==> config.mk <==
export PLATFORM = sky130hd
export DESIGN_NAME = vocm_top
export DESIGN_NICKNAME = d
export VERILOG_FILES = /design/src/logic/vocm_pkg.sv /design/src/logic/vocm_clip.sv /design/src/logic/vocm_top.sv
export SDC_FILE = /design/constraint.sdc
export NUM_CORES = 1
export LEC_CHECK = 0
export BUFFER_PORTS_ARGS = -buffer_cell sky130_fd_sc_hd__buf_2
export CORE_ASPECT_RATIO = 1.75
export CORE_MARGIN = 4
export CORE_UTILIZATION = 50
export CTS_CLUSTER_SIZE = 20
export DETAILED_ROUTE_END_ITERATION = 8
export PLACE_DENSITY = 0.76
export SYNTH_ARGS = -nofsm -noshare
export SYNTH_HDL_FRONTEND = slang
export SYNTH_SLANG_ARGS = --single-unit
export TNS_END_PERCENT = 100
==> constraint.sdc <==
create_clock -name sys_clk -period 2.77 [get_ports sys_clk]
set_input_delay 0.277 -clock sys_clk [delete_from_list [all_inputs] [get_ports sys_clk]]
set_output_delay 0.277 -clock sys_clk [all_outputs]
set_load 0.02 [all_outputs]
==> src/logic/vocm_pkg.sv <==
// Function
// - code 00: offsets 64, 512, 512, 64
// - code 01: offset 64 on all four
// - code 10: no offset on any channel
// - code 11: offsets 0, 512, 512, 0
// - clip mode from code and rounding width
// - 10-bit, code 00: colour 13-bit, or 12-bit with sync flags on pins one..four, key 11-bit
// - 10-bit, code 01: colour 12-bit, key 11-bit
// - 10-bit, code 11: all channels 4..1019
// - 8-bit, code 00: colour 11-bit, key 9-bit
// - 8-bit, code 01: colour 10-bit, key 9-bit
// - format from three output control bits
// - dual 4:2:2:4 muxed: 4:2:2 plus key with blanking in chroma slots
// - colour stream first port, key fourth port except in single link
// - dual 4:4:4:4 muxed: split into two streams
// - no timing reference words are inserted
// - port direction picks pins one/four or five/eight
// - single link: 4:4:4:4 on first port
// - non-multiplexed output ignores link count bit
`default_nettype none

package vocm_pkg;

	// register map of the plain register port
	localparam logic [7:0]  REG_CTRL_ADDR = 8'h00;
	localparam logic [7:0]  REG_STAT_ADDR = 8'h04;
	localparam logic [15:0] CTRL_RST      = 16'h0060;
	localparam logic [15:0] CTRL_WMASK    = 16'h07FF;
	localparam logic [15:0] ZERO_DATA     = 16'h0000;

	// offset set and clip codes
	localparam logic [1:0] OFS_SEL_STD   = 2'h0;
	localparam logic [1:0] OFS_SEL_ALL64 = 2'h1;
	localparam logic [1:0] OFS_SEL_NONE  = 2'h2;
	localparam logic [1:0] OFS_SEL_CHROM = 2'h3;
	localparam logic [1:0] CLIP_SGN_WIDE = 2'h0;
	localparam logic [1:0] CLIP_SGN_NARR = 2'h1;
	localparam logic [1:0] CLIP_UNS_FULL = 2'h2;
	localparam logic [1:0] CLIP_UNS_SAFE = 2'h3;

	typedef logic signed [13:0] vocm_wide_t;
	localparam vocm_wide_t OFS_0   = 14'sh0000;
	localparam vocm_wide_t OFS_64  = 14'sh0040;
	localparam vocm_wide_t OFS_512 = 14'sh0200;

	// clip limits, two's complement at 14 bits
	localparam vocm_wide_t S13_LO  = 14'sh3000;
	localparam vocm_wide_t S13_HI  = 14'sh0FFF;
	localparam vocm_wide_t S12_LO  = 14'sh3800;
	localparam vocm_wide_t S12_HI  = 14'sh07FF;
	localparam vocm_wide_t S11_LO  = 14'sh3C00;
	localparam vocm_wide_t S11_HI  = 14'sh03FF;
	localparam vocm_wide_t S10_LO  = 14'sh3E00;
	localparam vocm_wide_t S10_HI  = 14'sh01FF;
	localparam vocm_wide_t S9_LO   = 14'sh3F00;
	localparam vocm_wide_t S9_HI   = 14'sh00FF;
	localparam vocm_wide_t U10_HI  = 14'sh03FF;
	localparam vocm_wide_t U10S_LO = 14'sh0004;
	localparam vocm_wide_t U10S_HI = 14'sh03FB;
	localparam vocm_wide_t U8_HI   = 14'sh00FF;
	localparam vocm_wide_t U8S_LO  = 14'sh0001;
	localparam vocm_wide_t U8S_HI  = 14'sh00FE;

	// colour blanking levels and idle word
	localparam logic [12:0] BLANK_10  = 13'h0200;
	localparam logic [12:0] BLANK_8   = 13'h0080;
	localparam logic [12:0] ZERO_WORD = 13'h0000;

	// channel slots of a four-word group
	localparam int CH_Y   = 0;
	localparam int CH_CB  = 1;
	localparam int CH_CR  = 2;
	localparam int CH_KEY = 3;

	typedef struct packed {
		logic signed [12:0] y;
		logic signed [12:0] cb;
		logic signed [12:0] cr;
		logic signed [10:0] key;
	} vocm_smp_t;

	typedef struct packed {
		logic [4:0] rsvd;
		logic       filter_rounding_select;
		logic       port_dir;
		logic       sync_flag_output_enable;
		logic       link_count_select;
		logic       fmt_444_select;
		logic       output_interleave_n;
		logic       round_width_select;
		logic [1:0] clip_mode_select;
		logic [1:0] offset_set_select;
	} vocm_ctrl_t;

	typedef struct packed {
		logic [6:0] rsvd;
		logic [3:0] phase;
		logic       fmt_misuse;
		logic [3:0] clip_hit;
	} vocm_stat_t;

	typedef logic [3:0][12:0] vocm_word4_t;

	typedef enum logic [3:0] {
		PH_CB = 4'h1,
		PH_Y0 = 4'h2,
		PH_CR = 4'h4,
		PH_Y1 = 4'h8
	} vocm_phase_t;

	// offset of one channel for an offset set
	function automatic vocm_wide_t vocm_ofs(input logic [1:0] sel,
		input logic chroma);
		case (sel)
			OFS_SEL_STD:   return chroma ? OFS_512 : OFS_64;
			OFS_SEL_ALL64: return OFS_64;
			OFS_SEL_NONE:  return OFS_0;
			default:       return chroma ? OFS_512 : OFS_0;
		endcase
	endfunction

	// lower clip limit
	function automatic vocm_wide_t vocm_clip_lo(input logic round8,
		input logic [1:0] code, input logic is_key, input logic hvf);
		case ({round8, code})
			{1'b0, CLIP_SGN_WIDE}: return is_key ? S11_LO : (hvf ? S12_LO : S13_LO);
			{1'b0, CLIP_SGN_NARR}: return is_key ? S11_LO : S12_LO;
			{1'b0, CLIP_UNS_SAFE}: return U10S_LO;
			{1'b1, CLIP_SGN_WIDE}: return is_key ? S9_LO : S11_LO;
			{1'b1, CLIP_SGN_NARR}: return is_key ? S9_LO : S10_LO;
			{1'b1, CLIP_UNS_SAFE}: return U8S_LO;
			default:               return OFS_0;
		endcase
	endfunction

	// upper clip limit
	function automatic vocm_wide_t vocm_clip_hi(input logic round8,
		input logic [1:0] code, input logic is_key, input logic hvf);
		case ({round8, code})
			{1'b0, CLIP_SGN_WIDE}: return is_key ? S11_HI : (hvf ? S12_HI : S13_HI);
			{1'b0, CLIP_SGN_NARR}: return is_key ? S11_HI : S12_HI;
			{1'b0, CLIP_UNS_FULL}: return U10_HI;
			{1'b0, CLIP_UNS_SAFE}: return U10S_HI;
			{1'b1, CLIP_SGN_WIDE}: return is_key ? S9_HI : S11_HI;
			{1'b1, CLIP_SGN_NARR}: return is_key ? S9_HI : S10_HI;
			{1'b1, CLIP_UNS_FULL}: return U8_HI;
			default:               return U8S_HI;
		endcase
	endfunction

endpackage

`default_nettype wire

==> src/logic/vocm_clip.sv <==
`default_nettype none

module vocm_clip #(
	parameter bit IS_KEY = 1'b0 // key channel limits
) (
	input  wire logic                 sys_clk,   // sample clock
	input  wire logic                 rst_n,     // async reset, low
	input  wire vocm_pkg::vocm_wide_t din,       // offset sample
	input  wire logic                 round8,    // 8-bit rounding
	input  wire logic [1:0]           code,      // clip mode code
	input  wire logic                 hvf_limit, // narrow 13-bit colour
	output logic [12:0]               dout_q,    // clipped word
	output logic                      hit_q      // limit exceeded
);
	import vocm_pkg::*;

	vocm_wide_t  lo_w;
	vocm_wide_t  hi_w;
	logic        over_w;
	logic        under_w;
	logic [12:0] dout_d;

	// limits from the clip mode and rounding width
	assign lo_w    = vocm_clip_lo(round8, code, IS_KEY, hvf_limit);
	assign hi_w    = vocm_clip_hi(round8, code, IS_KEY, hvf_limit);
	assign over_w  = din > hi_w;
	assign under_w = din < lo_w;
	// saturate, never wrap
	assign dout_d  = over_w ? hi_w[12:0] :
		(under_w ? lo_w[12:0] : din[12:0]);

	// registered result
	always_ff @(posedge sys_clk or negedge rst_n) begin
		if (!rst_n) begin
			dout_q <= ZERO_WORD;
			hit_q  <= 1'b0;
		end else begin
			dout_q <= dout_d;
			hit_q  <= over_w | under_w;
		end
	end

endmodule

`default_nettype wire

==> src/logic/vocm_top.sv <==
// Design decisions made here: the address map and the address-and-strobe port.
`default_nettype none

module vocm_top (
	input  wire logic                sys_clk,    // sample clock
	input  wire logic                rst_n,      // async reset, low
	input  wire logic [7:0]          reg_addr,   // register address
	input  wire logic [15:0]         reg_wdata,  // register write data
	input  wire logic                reg_wr,     // write strobe
	input  wire logic                reg_rd,     // read strobe
	output logic [15:0]              reg_rdata,  // read data, next cycle
	input  wire vocm_pkg::vocm_smp_t in_smp,     // sample from matrix
	input  wire logic                in_valid,   // sample present
	output vocm_pkg::vocm_word4_t    pin_lo_out, // pin ports one..four
	output logic                     pin_lo_oe,  // drive ports one..four
	output vocm_pkg::vocm_word4_t    pin_hi_out, // pin ports five..eight
	output logic                     pin_hi_oe,  // drive ports five..eight
	output logic                     out_valid   // pin words valid
);
	import vocm_pkg::*;

	vocm_ctrl_t  ctrl_q;
	vocm_ctrl_t  ctrl_d;
	logic [3:0]  hit_q;
	logic [3:0]  hit_w;
	logic        misuse_q;
	logic [15:0] rdata_d;
	vocm_wide_t  in_ext [4];
	vocm_wide_t  ofs_q  [4];
	logic        s1_valid_q;
	logic        s2_valid_q;
	logic [12:0] cv     [4];
	vocm_phase_t phase_q;
	vocm_phase_t phase_d;
	vocm_word4_t core_w;
	vocm_word4_t lo_d;
	vocm_word4_t hi_d;

	// register decode
	logic wr_ctrl;
	logic wr_stat;
	logic rd_ctrl;
	logic rd_stat;
	assign wr_ctrl = reg_wr && (reg_addr == REG_CTRL_ADDR);
	assign wr_stat = reg_wr && (reg_addr == REG_STAT_ADDR);
	assign rd_ctrl = reg_rd && (reg_addr == REG_CTRL_ADDR);
	assign rd_stat = reg_rd && (reg_addr == REG_STAT_ADDR);
	assign ctrl_d  = wr_ctrl ? vocm_ctrl_t'(reg_wdata & CTRL_WMASK) : ctrl_q;

	// mode decode from the output control bits
	logic muxed;
	logic single_link;
	logic dual_422;
	logic dual_444;
	logic hvf_limit;
	logic bad_fmt;
	assign muxed       = !ctrl_q.output_interleave_n;
	assign single_link = muxed && ctrl_q.link_count_select;
	assign dual_422    = muxed && !ctrl_q.link_count_select
		&& !ctrl_q.fmt_444_select;
	assign dual_444    = muxed && !ctrl_q.link_count_select
		&& ctrl_q.fmt_444_select;
	assign hvf_limit   = ctrl_q.sync_flag_output_enable && ctrl_q.port_dir;
	// multiplexed streams expect unsigned clipped data
	assign bad_fmt     = muxed && !ctrl_q.clip_mode_select[1];

	// status word
	vocm_stat_t stat_w;
	assign stat_w.rsvd       = '0;
	assign stat_w.phase      = phase_q;
	assign stat_w.fmt_misuse = misuse_q;
	assign stat_w.clip_hit   = hit_q;
	assign rdata_d = rd_ctrl ? ctrl_q :
		(rd_stat ? stat_w : ZERO_DATA);

	// control register and read data
	always_ff @(posedge sys_clk or negedge rst_n) begin
		if (!rst_n) begin
			ctrl_q    <= vocm_ctrl_t'(CTRL_RST);
			reg_rdata <= ZERO_DATA;
		end else begin
			ctrl_q    <= ctrl_d;
			reg_rdata <= rdata_d;
		end
	end

	// sticky status, write one to clear, a new event wins
	logic [3:0] hit_clr;
	logic       mis_clr;
	logic [3:0] hit_set;
	logic       mis_set;
	assign hit_clr = wr_stat ? reg_wdata[3:0] : 4'h0;
	assign mis_clr = wr_stat && reg_wdata[4];
	assign hit_set = s2_valid_q ? hit_w : 4'h0;
	assign mis_set = s2_valid_q && bad_fmt;
	always_ff @(posedge sys_clk or negedge rst_n) begin
		if (!rst_n) begin
			hit_q    <= 4'h0;
			misuse_q <= 1'b0;
		end else begin
			hit_q    <= (hit_q & ~hit_clr) | hit_set;
			misuse_q <= (misuse_q && !mis_clr) || mis_set;
		end
	end

	// sign extension of the incoming channels
	assign in_ext[CH_Y]   = {in_smp.y[12], in_smp.y};
	assign in_ext[CH_CB]  = {in_smp.cb[12], in_smp.cb};
	assign in_ext[CH_CR]  = {in_smp.cr[12], in_smp.cr};
	assign in_ext[CH_KEY] = {{3{in_smp.key[10]}}, in_smp.key};

	// stage one: offset addition with the current offset set
	always_ff @(posedge sys_clk or negedge rst_n) begin
		if (!rst_n) begin
			for (int i = 0; i < 4; i++) begin
				ofs_q[i] <= OFS_0;
			end
			s1_valid_q <= 1'b0;
		end else begin
			for (int i = 0; i < 4; i++) begin
				ofs_q[i] <= in_ext[i] + vocm_ofs(ctrl_q.offset_set_select,
					(i == CH_CB) || (i == CH_CR));
			end
			s1_valid_q <= in_valid;
		end
	end

	// stage two: one clipper per channel
	for (genvar g = 0; g < 4; g++) begin : g_clip
		vocm_clip #(
			.IS_KEY (g == CH_KEY)
		) u_clip (
			.sys_clk   (sys_clk),
			.rst_n     (rst_n),
			.din       (ofs_q[g]),
			.round8    (ctrl_q.round_width_select),
			.code      (ctrl_q.clip_mode_select),
			.hvf_limit (hvf_limit),
			.dout_q    (cv[g]),
			.hit_q     (hit_w[g])
		);
	end

	// word phase of the multiplexed streams
	always_comb begin
		phase_d = phase_q;
		if (s2_valid_q) begin
			unique case (phase_q)
				PH_CB:   phase_d = PH_Y0;
				PH_Y0:   phase_d = PH_CR;
				PH_CR:   phase_d = PH_Y1;
				PH_Y1:   phase_d = PH_CB;
				default: phase_d = PH_CB;
			endcase
		end
	end

	always_ff @(posedge sys_clk or negedge rst_n) begin
		if (!rst_n) begin
			phase_q    <= PH_CB;
			s2_valid_q <= 1'b0;
		end else begin
			phase_q    <= phase_d;
			s2_valid_q <= s1_valid_q;
		end
	end

	// stage three: stream formatting
	logic        ph_y;
	logic        ph_even;
	logic [12:0] blank_w;
	logic [12:0] chroma_w;
	logic [12:0] color_mux;
	logic [12:0] key_mux;
	assign ph_y     = (phase_q == PH_Y0) || (phase_q == PH_Y1);
	assign ph_even  = (phase_q == PH_CB) || (phase_q == PH_CR);
	assign blank_w  = ctrl_q.round_width_select ? BLANK_8 : BLANK_10;
	assign chroma_w = (phase_q == PH_CB) ? cv[CH_CB] : cv[CH_CR];
	// colour stream: Cb Y Cr Y, single link puts key in the last slot
	assign color_mux = !ph_y ? chroma_w :
		((phase_q == PH_Y1) && single_link ? cv[CH_KEY] : cv[CH_Y]);
	// key stream: zero in single link, else key on luma slots, blanking or chroma between
	assign key_mux = single_link ? ZERO_WORD :
		(ph_y ? cv[CH_KEY] : (dual_444 ? chroma_w : blank_w));

	// core ports: first carries colour, fourth carries key except in single link (zero there), no timing words
	assign core_w[0] = muxed ? color_mux : cv[CH_Y];
	assign core_w[1] = muxed ? ZERO_WORD :
		(ctrl_q.fmt_444_select ? cv[CH_CB] :
		(ph_even ? cv[CH_CB] : cv[CH_CR]));
	assign core_w[2] = (muxed || !ctrl_q.fmt_444_select) ? ZERO_WORD
		: cv[CH_CR];
	assign core_w[3] = muxed ? key_mux : cv[CH_KEY];

	// pin routing by port direction
	assign lo_d = ctrl_q.port_dir ? core_w : '0;
	assign hi_d = ctrl_q.port_dir ? '0 : core_w;

	always_ff @(posedge sys_clk or negedge rst_n) begin
		if (!rst_n) begin
			pin_lo_out <= '0;
			pin_hi_out <= '0;
			pin_lo_oe  <= 1'b0;
			pin_hi_oe  <= 1'b0;
			out_valid  <= 1'b0;
		end else begin
			pin_lo_out <= lo_d;
			pin_hi_out <= hi_d;
			pin_lo_oe  <= ctrl_q.port_dir;
			pin_hi_oe  <= !ctrl_q.port_dir;
			out_valid  <= s2_valid_q;
		end
	end

	vocm_wide_t hi_y;
	assign hi_y = vocm_clip_hi(ctrl_q.round_width_select,
		ctrl_q.clip_mode_select, 1'b0, hvf_limit);
endmodule

`default_nettype wire

==> metrics <==
CP endpoint kind register; Placement Setup Slack -106 ps; Die W 118 µm; total grt overflow 0; Ys Warns 0; number of global-route vias before repair 8,032; CTS tree yes; Tot GR Track Use 23.0%; outcome complete, no violations; Final Cycle Share 96.9%; Hold Fails Final Rpt 0; CP Max Fanout 7; Setup Skew 15.2 ps; number of flops mapped to enable cells by yosys 0; WL/cell around 19 µm; Max-slew headroom between 30% and 40%; largest area contributor in the netlist dfrtp_1; critical path's slowest cell dfrtp_2; Worst Path Buf+Inv 6; Initial Util 50.8%; I/O pin count ~200; CP dominant cell by count buf_4; final instance area 13,600 µm²; CTS max path bufs 3; kind of critical path reg -> reg; CTS Sinks 249; via count 7,987; Overall Power 9.85 mW; synthesized flop and latch total roughly 250; Worst Slack Setup Final between 80 and 90 ps; Vias/cell 5.52; HPWL Detailed 21,000 µm; top-area cell type share of the netlist area 57.9%; synth top area cells dfrtp_1 (58%), ha_1 (6.6%), mux2i_1 (4.6%), nor2_1 (4.5%), and3_1 (1.9%); Finish-stage setup viols 0; Cell Area, Synth between 10,000 and 15,000 µm²; min Tclk post-route between 2000 and 3000 ps; most common cell after layout, fill and taps aside dfrtp_1; Syn Inst Count 905; ANT cells 0; startpoint types register; MaxCap Viol Count 0; most frequent cells in the layout dfrtp_1 (243), buf_2 (191), nor2_1 (127), buf_4 (55), ha_1 (52); Top delay family on crit path buffers and inverters; first-pass GRT wire length 42,900 µm; Layout area overhead 28.1%; # DRC 0; pwr/cell area 724 nW/µm²; Cell Chain, Critical Path buf_4, buf_4, nand3_1, inv_2, buf_4, ha_1, nand2_1, nor3b_1, a221oi_2, clkbuf_16, buf_4, nor2b_1, a221o_1; max-slew violations 0; Die H 201 µm; unique cell type count in the Yosys netlist 67; syn_area_per_cell 11.7 µm²; H-tree depth 1; Routed WL 27,900 µm; Root Buffer Master clkbuf_16; area of placed instances 12,100 µm²; clk_lat worst skew 510 ps; FP Rows 70; Nets 1,316; largest net degree at the start of global routing 75; initial antenna violation count 0; CP peak stage delay roughly 450 ps; Slew @ Worst Pin 966 ps; FMAX 372 MHz; Iteration-0 DRC Markers 525; leak pwr 7.06 nW; Crit path arrival time roughly 3000 ps; Min-Delay Path Class in -> reg; Post-synth ARST share 100%; Final Util between 60% and 70%; antenna-violating nets left 0; Num CTS Buffers 21; total core area between 20,000 and 25,000 µm²; critical path required time 3150 ps; Die Area 23,700 µm²; share of layout cells above drive strength 1 between 20 and 30%; Reg clk slew, reported paths 70 ps; Max IR drop VDD 437 µV; PortBufs 191; main flop type after synthesis dfrtp_1; Initial DRT Pass Iterations 5; sequential fraction of the synthesis area 58.7%; GPL Wtd Cong 0.971
## flip-flops by register name, summed over array words and instances, names as in the netlist, 4 cells and up
| name | flops |
|---|---|
| ctrl_q | 11 |
| g_clip.u_clip.dout_q | 51 |
| g_clip.u_clip.hit_q | 4 |
| hit_q | 4 |
| ofs_q | 54 |
| phase_q | 4 |
| pin_hi_out | 52 |
| pin_lo_out | 52 |
| reg_rdata | 11 |
## worst reg2reg max path, delay by kind of cell, from the launching register on
family	cells	cell delay, ps
simple gates	4	570
buf+inv	6	890
compound gates	2	380
fa+ha+maj	1	270
flops	1	450
## cells in the mapped netlist, types with 12 or more instances
library cell	n
a21oi_1	31
nand3_1	25
buf_2	12
nor2_1	128
nand2_1	47
a21o_1	21
inv_1	33
o22ai_1	14
ha_1	56
clkbuf_1	28
xnor2_1	14
and3_1	33
dfrtp_1	246
mux2i_1	49
## cell type report
cell class | instances | area, µm²
clock buffer | 29 | 626
inverter | 34 | 131
multi-input combinational | 578 | 4290
timing repair buffer | 297 | 1920
clock inverter | 9 | 106
sequential | 249 | 6240
tap | 252 | 315
fill | 1529 | 7310
## path summary, 6_finish.rpt
kind / start / end / slack, ps / cells after the start
worst min-delay path: in_smp[21] / ofs_q[24] / 10 / 2
worst max register to register: ctrl_q[2] / g_clip[0].u_clip.dout_q[10] / 80 / 13
worst max-delay path: ctrl_q[2] / g_clip[0].u_clip.dout_q[10] / 80 / 13
worst min register to register: s1_valid_q / s2_valid_q / 360 / 0
max in group asynchronous: rst_n / ctrl_q[5] / 1550 / 3
min in group asynchronous: rst_n / ofs_q[18] / 330 / 2
## report_power, final
part           switching [mW]  internal, mW
combinational            1.50          1.01
clock                    1.26          1.77
sequential              0.294          4.01
total                    3.06          6.80
## kinds of logic after synthesis
| group | after synthesis | synth area share (%) |
|---|---|---|
| fa+ha+maj | 56 | 6.59 |
| buf+inv | 82 | 3.21 |
| mux | 61 | 5.89 |
| simple gates | 286 | 13.1 |
| other cells | 1 | 0.0353 |
| flops | 249 | 58.7 |
| compound gates | 150 | 10.9 |
| xor+xnor | 20 | 1.65 |
## routing by layer
layer  vias to the layer above  track usage (%)  wire [µm]
met3                       102             2.51       1240
li1                       3723                -          -
met5                         -                0          0
met4                         0             12.7       1690
met2                       317             43.6      15200
met1                      3845             24.3       9730
## stage by stage
stage / setup TNS, ps / hold WS, ps / cells
5_1_grt: -30.7 / 0.107 / 1448
6_report: 0 / 13.2 / 1448
2_1_floorplan: 0 / -18.6 / 909
3_5_place_dp: -448 / 261 / 1352
3_3_place_gp: 0 / 259 / 1352
4_1_cts: 0 / 0.118 / 1435
## what timing repair did
| action | in CTS | in global routing |
|---|---|---|
| buffers inserted | 2 | 12 |
| endpoints found under the setup margin | 12 | 29 |
| endpoints found under the hold margin | 112 | 0 |
| hold buffers | 43 | 0 |
| gates resized for setup | 8 | 42 |
| pin swaps | 2 | 15 |
| cloned | 0 | 1 |
No activity file was read; power rests on OpenSTA's default activity.
